--- src/logic/iss_pkg.sv ---
/*
 * shared constants and types of the interrupt front end: i/o port map,
 * command word fields, reset values and serial frame timing.
 * assumes one pci-rate clock and an 8-bit i/o data path.
 */
package iss_pkg;
	// i/o port map
	localparam logic [15:0] CMD0_ADDR = 16'h0020;
	localparam logic [15:0] MASK0_ADDR = 16'h0021;
	localparam logic [15:0] MASK0_ALIAS = 16'h0061;
	localparam logic [15:0] CMD1_ADDR = 16'h00a0;
	localparam logic [15:0] MASK1_ADDR = 16'h00a1;
	localparam logic [15:0] ROUTE_BASE = 16'h0c00;
	localparam logic [15:0] SCFG_ADDR = 16'h0c04;
	// command word, route and serial setup field positions
	localparam int INIT_BIT = 4;
	localparam int CW3_BIT = 3;
	localparam int POLL_BIT = 2;
	localparam int RD_REG_BIT = 1;
	localparam int REG_SEL_BIT = 0;
	localparam int EOI_BIT = 5;
	localparam int ROUTE_OFF_BIT = 7;
	localparam int SCFG_QUIET_BIT = 3;
	// values after reset
	localparam logic [7:0] MASK_RST = 8'h00;
	localparam logic [7:0] ROUTE_RST = 8'h80;
	localparam logic [7:0] SCFG_RST = 8'h03;
	// levels a shared line may be steered to: 15,14,12..9,7..3
	localparam logic [15:0] STEER_OK = 16'hdef8;
	// serial frame timing, in clocks
	localparam logic [2:0] START_MIN = 3'h3;
	localparam logic [2:0] STOP_QUIET_CNT = 3'h1;
	localparam logic [2:0] STOP_CONT_CNT = 3'h2;
	localparam logic [5:0] LAST_FRAME = 6'h20;
	localparam logic [1:0] SAMPLE_PH = 2'h2;
	// serial frame targets beyond the 16 levels
	localparam logic [4:0] TGT_SMI = 5'h10;
	localparam logic [4:0] TGT_CHK = 5'h11;
	localparam logic [4:0] TGT_NONE = 5'h1f;

	typedef struct packed {
		logic [15:0] addr;
		logic wr;
		logic rd;
		logic [7:0] wdata;
	} iss_io_req_type;

	typedef enum {S_IDLE, S_START, S_RISE, S_DATA, S_STOP, S_HIGH, S_GAP} iss_ser_state_type;
endpackage

--- src/logic/iss_irq_front.sv ---
/*
 * interrupt front end: status readback of a two-controller request,
 * in-service and mask set, shared pci line steering, serial wire decoder.
 * assumes the priority core sits outside and gives ack and eoi strobes.
 */
// Functional notes
// - 8-bit pending register per controller; acknowledge clears lowest-numbered pending bit.
// - 8-bit in-service register; acknowledge sets it, end_of_interrupt clears it.
// - status read gives pending or in-service per register_select_bit.
// - status selection persists across reads until next control_word_three.
// - poll bit wins over read_register_bit; next command read is poll.
// - initialization word resets status selection to pending register.
// - mask address read returns the mask_bits of that controller.
// - four shared lines synchronised, steerable to eleven legal levels.
// - route low nibble picks level; bit seven disables that line.
// - several shared lines may land on one level, ORed.
// - shared lines active low and level sensitive.
// - after peripheral start, device drives low 3-7 more, high one, releases.
// - continuous mode after reset; device drives start low 4-8 clocks.
// - frames counted from start rising edge; sample, recovery, turn-around.
// - frame decode: 2 level 1, 3 smi, 4-8, 10-13, unused gaps.
// - frames 15-16 levels 14-15, 17 channel check, 18-21 pci lines.
// - frame three active drives external_smi_out_n low.
// - stop frame low 2 clocks selects quiet, 3 continuous.
// - next start no earlier than second clock after stop rising edge.
// - level_select_bits zero catches rising edge, one catches high level.
`timescale 1ns/100ps
module iss_irq_front (
	// clock and reset
	input wire logic clk,
	input wire logic rst,
	// i/o register port
	input wire iss_pkg::iss_io_req_type io_req,
	output logic [7:0] io_rdata,
	// priority core side
	input wire logic [15:0] irq_in,
	input wire logic [15:0] level_select_bits,
	input wire logic [1:0] ack_in,
	input wire logic [1:0] eoi_in,
	output logic [1:0] ctrl_int,
	// shared pci lines
	input wire logic [3:0] shared_pci_irq_lines_n,
	// serial wire
	input wire logic serial_irq_wire_in,
	output logic serial_irq_wire_out,
	output logic serial_irq_wire_oe,
	// decoded sideband
	output logic external_smi_out_n,
	output logic io_channel_check_n
);

	function automatic logic [7:0] lowest(input logic [7:0] x);
		lowest = x & 8'(~x + 8'h01);
	endfunction

	function automatic logic [2:0] index_of(input logic [7:0] x);
		index_of = 3'h0;
		for (int i = 7; i >= 0; i--) begin
			if (x[i]) begin
				index_of = 3'(i);
			end
		end
	endfunction

	// frame number to target: 0..15 level, smi, channel check, pci a..d
	function automatic logic [4:0] frame_target(input logic [5:0] f);
		case (f)
			6'h02, 6'h04, 6'h05, 6'h06, 6'h07, 6'h08,
			6'h0a, 6'h0b, 6'h0c, 6'h0d, 6'h0f, 6'h10: begin
				frame_target = 5'(f - 6'h01);
			end
			6'h03: begin
				frame_target = iss_pkg::TGT_SMI;
			end
			6'h11, 6'h12, 6'h13, 6'h14, 6'h15: begin
				frame_target = 5'(f);
			end
			default: begin
				frame_target = iss_pkg::TGT_NONE;
			end
		endcase
	endfunction

	logic [1:0][7:0] pend_q, pend_d, isr_q, isr_d, mask_q, mask_d, stat_word;
	logic [1:0] sel_isr_q, sel_isr_d, poll_q, poll_d, rd_cmd, rd_mask;
	logic [3:0][7:0] route_q;
	logic [7:0] scfg_q, rdata_q, rdata_d;
	logic [15:0] prev_q, req_all, steered, ser_lvl_q, ser_lvl_d;
	logic [3:0] sync1_q, sync2_q, sync3_q, pirq_act_q, ser_pci_q, ser_pci_d, line_on;
	logic smi_q, smi_d, chk_q, chk_d, cont_q, cont_d, sample, act;
	logic route_wr, scfg_wr, rd_route, rd_scfg;
	logic [2:0] cnt_q, cnt_d, extra;
	logic [1:0] ph_q, ph_d;
	logic [5:0] fr_q, fr_d;
	logic [4:0] tgt;
	iss_pkg::iss_ser_state_type st_q, st_d;

	// shared line sync: three stages, a change counts once 2nd and 3rd agree
	always_ff @(posedge clk) begin
		if (rst) begin
			sync1_q <= 4'hf;
			sync2_q <= 4'hf;
			sync3_q <= 4'hf;
			pirq_act_q <= 4'h0;
		end else begin
			sync1_q <= shared_pci_irq_lines_n;
			sync2_q <= sync1_q;
			sync3_q <= sync2_q;
			pirq_act_q <= (~sync3_q & ~(sync2_q ^ sync3_q)) | (pirq_act_q & (sync2_q ^ sync3_q));
		end
	end

	// steering: a line is live if enabled and aimed at a legal level
	genvar gl;
	generate
		for (gl = 0; gl < 16; gl++) begin : g_lvl
			logic [3:0] hit;
			for (genvar gi = 0; gi < 4; gi++) begin : g_line
				assign hit[gi] = line_on[gi] && route_q[gi][3:0] == 4'(gl);
			end
			assign steered[gl] = |hit;
		end
		for (gl = 0; gl < 4; gl++) begin : g_on
			assign line_on[gl] = (pirq_act_q[gl] | ser_pci_q[gl])
				&& !route_q[gl][iss_pkg::ROUTE_OFF_BIT]
				&& iss_pkg::STEER_OK[route_q[gl][3:0]];
		end
	endgenerate

	// every request source meets here before the pending logic
	assign req_all = irq_in | ser_lvl_q | steered;

	// per-controller decode and next state
	generate
		for (gl = 0; gl < 2; gl++) begin : g_ctl
			logic [15:0] cmd_a, mask_a;
			logic [7:0] req, set, ackclr, eoiclr;
			logic cmd_wr, init_wr, cw3_wr, eoi_wr, ack, end_of_interrupt;
			assign cmd_a = (gl == 0) ? iss_pkg::CMD0_ADDR : iss_pkg::CMD1_ADDR;
			assign mask_a = (gl == 0) ? iss_pkg::MASK0_ADDR : iss_pkg::MASK1_ADDR;
			assign cmd_wr = io_req.wr && io_req.addr == cmd_a;
			assign init_wr = cmd_wr && io_req.wdata[iss_pkg::INIT_BIT];
			assign cw3_wr = cmd_wr && !init_wr && io_req.wdata[iss_pkg::CW3_BIT];
			assign eoi_wr = cmd_wr && !init_wr && !cw3_wr && io_req.wdata[iss_pkg::EOI_BIT];
			assign rd_cmd[gl] = io_req.rd && io_req.addr == cmd_a;
			assign rd_mask[gl] = io_req.rd && (io_req.addr == mask_a
				|| (gl == 0 && io_req.addr == iss_pkg::MASK0_ALIAS));
			assign req = req_all[gl*8 +: 8];
			// level mode takes the high level, edge mode only a rise
			assign set = (level_select_bits[gl*8 +: 8] & req)
				| (~level_select_bits[gl*8 +: 8] & req & ~prev_q[gl*8 +: 8]);
			// a poll read counts as an acknowledge
			assign ack = ack_in[gl] | (rd_cmd[gl] & poll_q[gl]);
			assign end_of_interrupt = eoi_in[gl] | eoi_wr;
			assign ackclr = ack ? lowest(pend_q[gl]) : 8'h00;
			assign eoiclr = end_of_interrupt ? lowest(isr_q[gl]) : 8'h00;
			// new request wins over the acknowledge clear; level bits drop with the input
			assign pend_d[gl] = (pend_q[gl] & ~ackclr
				& ~(level_select_bits[gl*8 +: 8] & ~req)) | set;
			assign isr_d[gl] = (isr_q[gl] & ~eoiclr) | ackclr;
			assign mask_d[gl] = init_wr ? iss_pkg::MASK_RST
				: (io_req.wr && io_req.addr == mask_a) ? io_req.wdata : mask_q[gl];
			assign sel_isr_d[gl] = init_wr ? 1'b0
				: (cw3_wr && io_req.wdata[iss_pkg::RD_REG_BIT])
				? io_req.wdata[iss_pkg::REG_SEL_BIT] : sel_isr_q[gl];
			assign poll_d[gl] = init_wr ? 1'b0 : cw3_wr ? io_req.wdata[iss_pkg::POLL_BIT]
				: rd_cmd[gl] ? 1'b0 : poll_q[gl];
			// poll word first, then the selected status register
			assign stat_word[gl] = poll_q[gl]
				? {|pend_q[gl], 4'h0, index_of(lowest(pend_q[gl]))}
				: sel_isr_q[gl] ? isr_q[gl] : pend_q[gl];
		end
	endgenerate

	// route and serial setup registers
	assign route_wr = io_req.wr && io_req.addr[15:2] == iss_pkg::ROUTE_BASE[15:2];
	assign scfg_wr = io_req.wr && io_req.addr == iss_pkg::SCFG_ADDR;
	assign rd_route = io_req.rd && io_req.addr[15:2] == iss_pkg::ROUTE_BASE[15:2];
	assign rd_scfg = io_req.rd && io_req.addr == iss_pkg::SCFG_ADDR;
	assign rdata_d = rd_cmd[0] ? stat_word[0] : rd_cmd[1] ? stat_word[1]
		: rd_mask[0] ? mask_q[0] : rd_mask[1] ? mask_q[1]
		: rd_route ? route_q[io_req.addr[1:0]] : rd_scfg ? scfg_q : 8'h00;

	// controller and i/o state; read data holds until the next read
	always_ff @(posedge clk) begin
		if (rst) begin
			pend_q <= '0;
			isr_q <= '0;
			mask_q <= {2{iss_pkg::MASK_RST}};
			sel_isr_q <= 2'h0;
			poll_q <= 2'h0;
			prev_q <= 16'h0000;
			route_q <= {4{iss_pkg::ROUTE_RST}};
			scfg_q <= iss_pkg::SCFG_RST;
			rdata_q <= 8'h00;
			ctrl_int <= 2'h0;
		end else begin
			pend_q <= pend_d;
			isr_q <= isr_d;
			mask_q <= mask_d;
			sel_isr_q <= sel_isr_d;
			poll_q <= poll_d;
			prev_q <= req_all;
			if (route_wr) begin
				route_q[io_req.addr[1:0]] <= io_req.wdata;
			end
			if (scfg_wr) begin
				scfg_q <= io_req.wdata;
			end
			if (io_req.rd) begin
				rdata_q <= rdata_d;
			end
			ctrl_int <= {|(pend_q[1] & ~mask_q[1]), |(pend_q[0] & ~mask_q[0])};
		end
	end
	assign io_rdata = rdata_q;

	// serial wire: start length is clamped so a short setting cannot break framing
	assign extra = (scfg_q[2:0] < iss_pkg::START_MIN) ? iss_pkg::START_MIN : scfg_q[2:0];
	assign sample = st_q == iss_pkg::S_DATA && ph_q == iss_pkg::SAMPLE_PH;
	assign act = !serial_irq_wire_in;
	assign tgt = frame_target(fr_q);

	always_comb begin
		st_d = st_q;
		cnt_d = cnt_q;
		ph_d = ph_q;
		fr_d = fr_q;
		cont_d = cont_q;
		case (st_q)
			iss_pkg::S_IDLE: begin
				if (cont_q) begin
					st_d = iss_pkg::S_START;
					cnt_d = extra;
				end else if (!serial_irq_wire_in) begin
					st_d = iss_pkg::S_START;
					cnt_d = 3'(extra - 3'h1);
				end
			end
			iss_pkg::S_START: begin
				if (cnt_q == 3'h0) begin
					st_d = iss_pkg::S_RISE;
				end else begin
					cnt_d = 3'(cnt_q - 3'h1);
				end
			end
			iss_pkg::S_RISE: begin
				st_d = iss_pkg::S_DATA;
				ph_d = 2'h1;
				fr_d = 6'h01;
			end
			iss_pkg::S_DATA: begin
				if (ph_q == iss_pkg::SAMPLE_PH) begin
					ph_d = 2'h0;
					fr_d = 6'(fr_q + 6'h01);
					if (fr_q == iss_pkg::LAST_FRAME) begin
						st_d = iss_pkg::S_STOP;
						cont_d = !scfg_q[iss_pkg::SCFG_QUIET_BIT];
						cnt_d = scfg_q[iss_pkg::SCFG_QUIET_BIT]
							? iss_pkg::STOP_QUIET_CNT : iss_pkg::STOP_CONT_CNT;
					end
				end else begin
					ph_d = 2'(ph_q + 2'h1);
				end
			end
			iss_pkg::S_STOP: begin
				if (cnt_q == 3'h0) begin
					st_d = iss_pkg::S_HIGH;
				end else begin
					cnt_d = 3'(cnt_q - 3'h1);
				end
			end
			iss_pkg::S_HIGH: begin
				st_d = iss_pkg::S_GAP;
			end
			default: begin
				st_d = iss_pkg::S_IDLE;
			end
		endcase
	end

	// decoded frame values, each held until its own frame comes round again
	always_comb begin
		ser_lvl_d = ser_lvl_q;
		ser_pci_d = ser_pci_q;
		smi_d = smi_q;
		chk_d = chk_q;
		if (sample) begin
			if (!tgt[4]) begin
				ser_lvl_d[tgt[3:0]] = act;
			end else if (tgt == iss_pkg::TGT_SMI) begin
				smi_d = act;
			end else if (tgt == iss_pkg::TGT_CHK) begin
				chk_d = act;
			end else if (tgt != iss_pkg::TGT_NONE) begin
				ser_pci_d[2'(tgt[1:0] + 2'h2)] = act;
			end
		end
	end

	always_ff @(posedge clk) begin
		if (rst) begin
			st_q <= iss_pkg::S_IDLE;
			cnt_q <= 3'h0;
			ph_q <= 2'h0;
			fr_q <= 6'h00;
			cont_q <= 1'b1;
			ser_lvl_q <= 16'h0000;
			ser_pci_q <= 4'h0;
			smi_q <= 1'b0;
			chk_q <= 1'b0;
		end else begin
			st_q <= st_d;
			cnt_q <= cnt_d;
			ph_q <= ph_d;
			fr_q <= fr_d;
			cont_q <= cont_d;
			ser_lvl_q <= ser_lvl_d;
			ser_pci_q <= ser_pci_d;
			smi_q <= smi_d;
			chk_q <= chk_d;
		end
	end

	// open-collector drive: low in start and stop, one high clock after each
	assign serial_irq_wire_oe = st_q == iss_pkg::S_START || st_q == iss_pkg::S_RISE
		|| st_q == iss_pkg::S_STOP || st_q == iss_pkg::S_HIGH;
	assign serial_irq_wire_out = st_q == iss_pkg::S_RISE || st_q == iss_pkg::S_HIGH;
	assign external_smi_out_n = !smi_q;
	assign io_channel_check_n = !chk_q;
endmodule

--- config.mk ---
export PLATFORM = sky130hd
export DESIGN_NAME = iss_irq_front
export DESIGN_NICKNAME = d
export VERILOG_FILES = /design/src/logic/iss_pkg.sv /design/src/logic/iss_irq_front.sv
export SDC_FILE = /design/constraint.sdc
export NUM_CORES = 1
export LEC_CHECK = 0
export BUFFER_PORTS_ARGS = -buffer_cell sky130_fd_sc_hd__buf_2
export CAP_MARGIN = 40
export CORE_ASPECT_RATIO = 1.25
export CORE_MARGIN = 5
export CORE_UTILIZATION = 63
export DETAILED_ROUTE_END_ITERATION = 10
export PLACE_DENSITY = 0.95
export SKIP_CTS_REPAIR_TIMING = 1
export SLEW_MARGIN = 40
export SYNTH_ARGS = -nofsm -noshare
export SYNTH_HDL_FRONTEND = slang
export SYNTH_SLANG_ARGS = --single-unit
--- constraint.sdc ---
create_clock -name clk -period 4.8 [get_ports clk]
set_input_delay 0.24 -clock clk [delete_from_list [all_inputs] [get_ports clk]]
set_output_delay 0.24 -clock clk [all_outputs]
set_load 0.02 [all_outputs]
Yosys cells after proc, flatten, opt, wreduce, memory -nomap -nowiden
Memories as Yosys holds them, arrays and structs flattened. A register that Yosys moved wholly into a read port is not among the register bits.
Index checks and enable logic that the tools add are counted.

storage, ports and cells
  bits in registers = 200
  ROM bits = 64
  bits of input ports = 69
  output and inout port bits = 14
  logic and storage cells = 464
  memories kept = 4

memory list
  memory            depth  width  rd ports  clocked after memory_dff  write ports  line                  RTL
  (name not given)  16     1      1         1                         0            iss_irq_front.sv:126  && iss_pkg::STEER_OK[route_q[gl][3:0]];
  (name not given)  16     1      1         1                         0            iss_irq_front.sv:126
  (name not given)  16     1      1         1                         0            iss_irq_front.sv:126
  (name not given)  16     1      1         1                         0            iss_irq_front.sv:126

operators by class
  add/sub/neg operators = 10
  $lt $le $gt $ge = 11
  eq/ne operators = 106
  multiplexer cells = 77
  bitwise logic cells = 65
  reduce and logical (&&, ||, !) cells = 160

operator list
  operator             count
  $mux 32              6
  $pmux 32 s6          1
  $and 8x8->8          20
  $not 8->8            18
  $eq 32x3->1 const B  4
  $eq 4x4->1 const B   32
  $mux 8               16
  $logic_and 1x1->1    100
  $eq 32x2->1 const B  3
  $mux 3               22
  $eq 32x4->1 const B  2
  $eq 4x3->1 const B   16
  $reduce_or 4->1      16
  $or 8x8->8           6
  $eq 6x4->1 const B   6
  $eq 6x5->1 const B   6
  $add 8x1->8 const B  4
  $bwmux 32            1
  $eq 16x6->1 const B  2
  $eq 16x8->1 const B  2
  $eq 32x1->1 const B  1
  $eq 4x2->1 const B   8
  $logic_not 32->1     1
  $mux 4               8
  other kinds (57)     128

Longest topological paths before layout
  depth after elaboration = 14
  gate-level depth with buffers = 11
  depth with buffers taken out = 9

Worst setup path after synthesis
Ideal clock, no wire load.

  kind = register -> register
  from = register fr_q[0]
  to = register ser_pci_q[2]
  data arrival time = 2.786 ns
  required time = 4.728 ns
  slack = 1.942 ns
  cell stages (with the launch flop) = 11
  buffers on the path = 2
  period minus slack after synthesis = 2.858 ns
  cell sequence = dfxtp_1 -> clkbuf_1 -> inv_1 -> ha_1 -> or4_4 -> a221oi_2 -> nor2_1 -> and4_1 -> buf_2 -> nor3_2 -> mux2i_1

between the ends
  longest elaborated chain between the ends = 9
  elaborated cells on any way between the ends = 35
  those cells by class = 2 x add/sub; 2 x order compare; 21 x eq/ne; 4 x mux; 2 x bitwise; 4 x reduce/logical

ends and longest elaborated chain
  element                                                                line                  RTL
  start, declared                                                        iss_irq_front.sv:94   logic [5:0] fr_q, fr_d;
  start signal, assigned                                                 iss_irq_front.sv:316  fr_q <= fr_d;
  $eq 6x2->1, or another cell as far along                               iss_irq_front.sv:67   case (f)
  $reduce_or 12->1 / $reduce_or 5->1 (equally long branches)             iss_irq_front.sv:67
  $pmux 5 s3 *                                                           iss_irq_front.sv:67
  $add 2x2->2                                                            iss_irq_front.sv:296  ser_pci_d[2'(tgt[1:0] + 2'h2)] = act;
  $lt 2x3->1 (implied by the code) / $ge 2x1->1 (equally long branches)  iss_irq_front.sv:296
  $logic_and 1x1->1 (implied by the code)                                iss_irq_front.sv:296
  $mux 1 (implied by the code)                                           iss_irq_front.sv:296
  $demux 1 s2                                                            iss_irq_front.sv:296
  $bwmux 4                                                               iss_irq_front.sv:296
  end signal, assigned                                                   iss_irq_front.sv:319  ser_pci_q <= ser_pci_d;
  end, declared                                                          iss_irq_front.sv:89   logic [3:0] sync1_q, sync2_q, sync3_q, pirq_act_q, ser_pci_q, ser_pci_d, line_on;

Every way passes the cells marked *; elsewhere a longest branch is shown, timed or not.
A chain may end at the register's enable or synchronous reset.

Worst setup path in the final report
  from = register fr_q[0]
  to = register ser_lvl_q[15]

between the ends
  longest elaborated chain between the ends = 8
  elaborated cells on any way between the ends = 30
  those cells by class = 1 x add/sub; 2 x order compare; 18 x eq/ne; 4 x mux; 1 x bitwise; 4 x reduce/logical

ends and longest elaborated chain
  element                                                                line                  RTL
  $eq 6x2->1, or another cell as far along                               iss_irq_front.sv:67
  $reduce_or 12->1 / $reduce_or 5->1 (equally long branches)             iss_irq_front.sv:67
  $pmux 5 s3 *                                                           iss_irq_front.sv:67
  $lt 4x5->1 (implied by the code) / $ge 4x1->1 (equally long branches)  iss_irq_front.sv:290  ser_lvl_d[tgt[3:0]] = act;
  $logic_and 1x1->1 (implied by the code)                                iss_irq_front.sv:290
  $mux 1 (implied by the code)                                           iss_irq_front.sv:290
  $demux 1 s4                                                            iss_irq_front.sv:290
  $bwmux 16                                                              iss_irq_front.sv:290
  end signal, assigned                                                   iss_irq_front.sv:318  ser_lvl_q <= ser_lvl_d;
  end, declared                                                          iss_irq_front.sv:88   logic [15:0] prev_q, req_all, steered, ser_lvl_q, ser_lvl_d;

Marked as above.

==> results_dict.tcl <==
set metrics [dict create \
    syn_inst 1097 \
    skew_ps 5.92 \
    gp_congestion 0.992 \
    rsz0062_at_grt "false" \
    die_w_um 118 \
    grt_pass1_wl_mm 43.2 \
    cts.sinks 175 \
    area_growth_pct 11.9 \
    cp.required_ps 5120 \
    drive_above_1_share_pct 15.0 \
    cts_root_buffer "clkbuf_16" \
    die-height_um 145 \
    clkTransAtPathRegs_ps 70 \
    nFillCells 1030 \
    ir_drop_mv 0.301 \
    grt_pass1_vias 8634 \
    grt_overflow 0 \
    vias 9042 \
    hp-class "input pin to register" \
    multi_input_area_sq_mm 0.00530 \
    crit_path_start_kind "register" \
    synth-main-ff-cell "dfxtp_1" \
    max_slew.worst_pin.slew_ps 856 \
    start_util_pct 64.1 \
    synth_commonest_cells "dfxtp_1, nor2_1, nand2_1" \
    drt-initial-drc-count 1288 \
    maxSlewViolCount 0 \
    fp-row-count 49 \
    drc 0 \
    synth_largest_area_cell "dfxtp_1" \
    crit_path_max_fanout 14 \
    yosys_warnings 0 \
    clock_latency_ps 440 \
    cts_tree "yes" \
    synth_area_sq_mm 0.00919 \
    outcome "finished clean" \
    maxSlewHeadroom_pct 42.6 \
    io_buffers 82 \
    synth_edf_count 0 \
    avgSynthCellArea_sq_um 8.38 \
    finalHoldViolCount 0 \
    numCtsBuffers 17 \
    synth_seq_area_share_pct 38.1 \
    fmax_ghz 0.306 \
    ys_async_sr_fraction_pct 0 \
    period_needed_ps 3260 \
    grt_max_degree 78 \
    fin_setup_tns_ps 0 \
    seq_area_sq_mm 0.00350 \
    reg2reg_slack_ps 1540 \
    maxCapViolCount 0 \
    hpwl_mm 19.4 \
    synth_fp_nets 1174 \
    setup_viol 0 \
    synth_most_common_cell "dfxtp_1" \
    critPathCaptureType "register" \
    power_density_mw_per_mm2 335 \
    crit_type "register to register" \
    ant_nets 0 \
    leakagePower_nw 3.74 \
    die-area_sq_mm 0.0171 \
    core_sq_mm 0.0143 \
    num-nets-final 1218 \
    dr.pass1.iters 7 \
    antenna_found_initial 4 \
    htree_levels 4 \
    synth_cell_types 80 \
    finalWirelength_mm 27.4 \
    finalCritPeriodShare_pct 68.0 \
    wl_per_cell_um 20.5 \
    arrival_ps 3580 \
    synth_area_leaders "dfxtp_1, mux2i_1, nor2_1, nand2_1, a21oi_1" \
    drt-vias-per-instance 6.77 \
    synth_top_area_share_pct 38.1 \
    synth_seq_cells 175 \
    io_pins 83 \
    whs_ps 10.9 \
    cts.path.max_buffers 2 \
    grtUsageTotal_pct 30.8 \
]
power by group:
part           internal [W]  switching [W]  total [W]
combinational      0.000163       0.000264   0.000427
clock              0.000843       0.000615    0.00146
sequential          0.00150      0.0000582    0.00156
total               0.00250       0.000936    0.00344
routing by layer:
layer | global-route usage, % | share of wire (%)
met5 | 0 | 0
met4 | 20.0 | 6.5
met3 | 6.62 | 9.3
met2 | 49.4 | 47
met1 | 37.2 | 37
path summary, 6_finish.rpt:
path                        start             to  cells past startpoint
max reg2reg               fr_q[0]  ser_lvl_q[15]                      9
min reg2reg            sync1_q[2]     sync2_q[2]                      1
max                       fr_q[0]  ser_lvl_q[15]                      9
min          level_select_bits[0]      pend_q[0]                      2
cell type report:
class                           instances  share of cell area, %
Inverter                               39                   1.42
Multi-Input combinational cell        818                   51.6
Antenna cell                            4                 0.0973
Sequential cell                       175                   34.1
Timing Repair Buffer                   90                   4.69
Clock inverter                         14                   1.74
Tap cell                              178                   2.16
Clock buffer                           18                   4.27
per-stage QoR:
step	setup WS, ps	cell area [sq um]	total power (W)	utilization [%]	std cells
after global routing	1370	10300	0.00356	71.7	1336
after CTS	1580	10200	0.00343	71.3	1328
after global placement	1700	9590	0.00198	66.9	1296
final	1540	10300	0.00344	71.7	1336
after floorplan	1940	9190	0.00186	-	1097
after detailed placement	1580	9610	0.00199	67.0	1296
critical path, stage by stage (launching register included):
cell	delay, ps
dfxtp_1	540
inv_1	230
ha_1	330
nor4_1	520
a2111oi_4	120
a21oi_4	370
a211oi_1	140
or4_4	570
nor3b_2	190
mux2i_1	140
state kept, by name, summed over array words and instances, names as in the netlist, 4 cells and up, named ones only:
signal     cells
route_q       32
isr_q         16
mask_q        16
pend_q        16
prev_q        16
ser_lvl_q     16
io_rdata       8
scfg_q         8
fr_q           6
ser_pci_q      4
sync1_q        4
sync2_q        4
sync3_q        4
placed cells by master, fill, tap and decap left out, types with 19 or more instances in the layout:
cell type and n:
inv_1 38, nor2_1 124, nand3_1 25, buf_2 81, o21ai_0 34, a21oi_1 68
nand2b_1 21, dfxtp_1 175, nand2_1 124, nor3_1 25, mux2i_1 60, nor2b_1 19
a31oi_1 22
cell families after synthesis:
group                    count (synthesis)  share of synthesized area [%]
XOR/XNOR                                 8                          0.762
AND/OR/NAND/NOR                        451                           25.1
adder cells (fa/ha/maj)                 10                           1.31
AO/OA/AOI/OAI                          279                           21.5
flip-flops                             175                           38.1
multiplexers                            70                           8.74
buffers and inverters                  104                           4.53
Power figures use the tool's default switching activity.
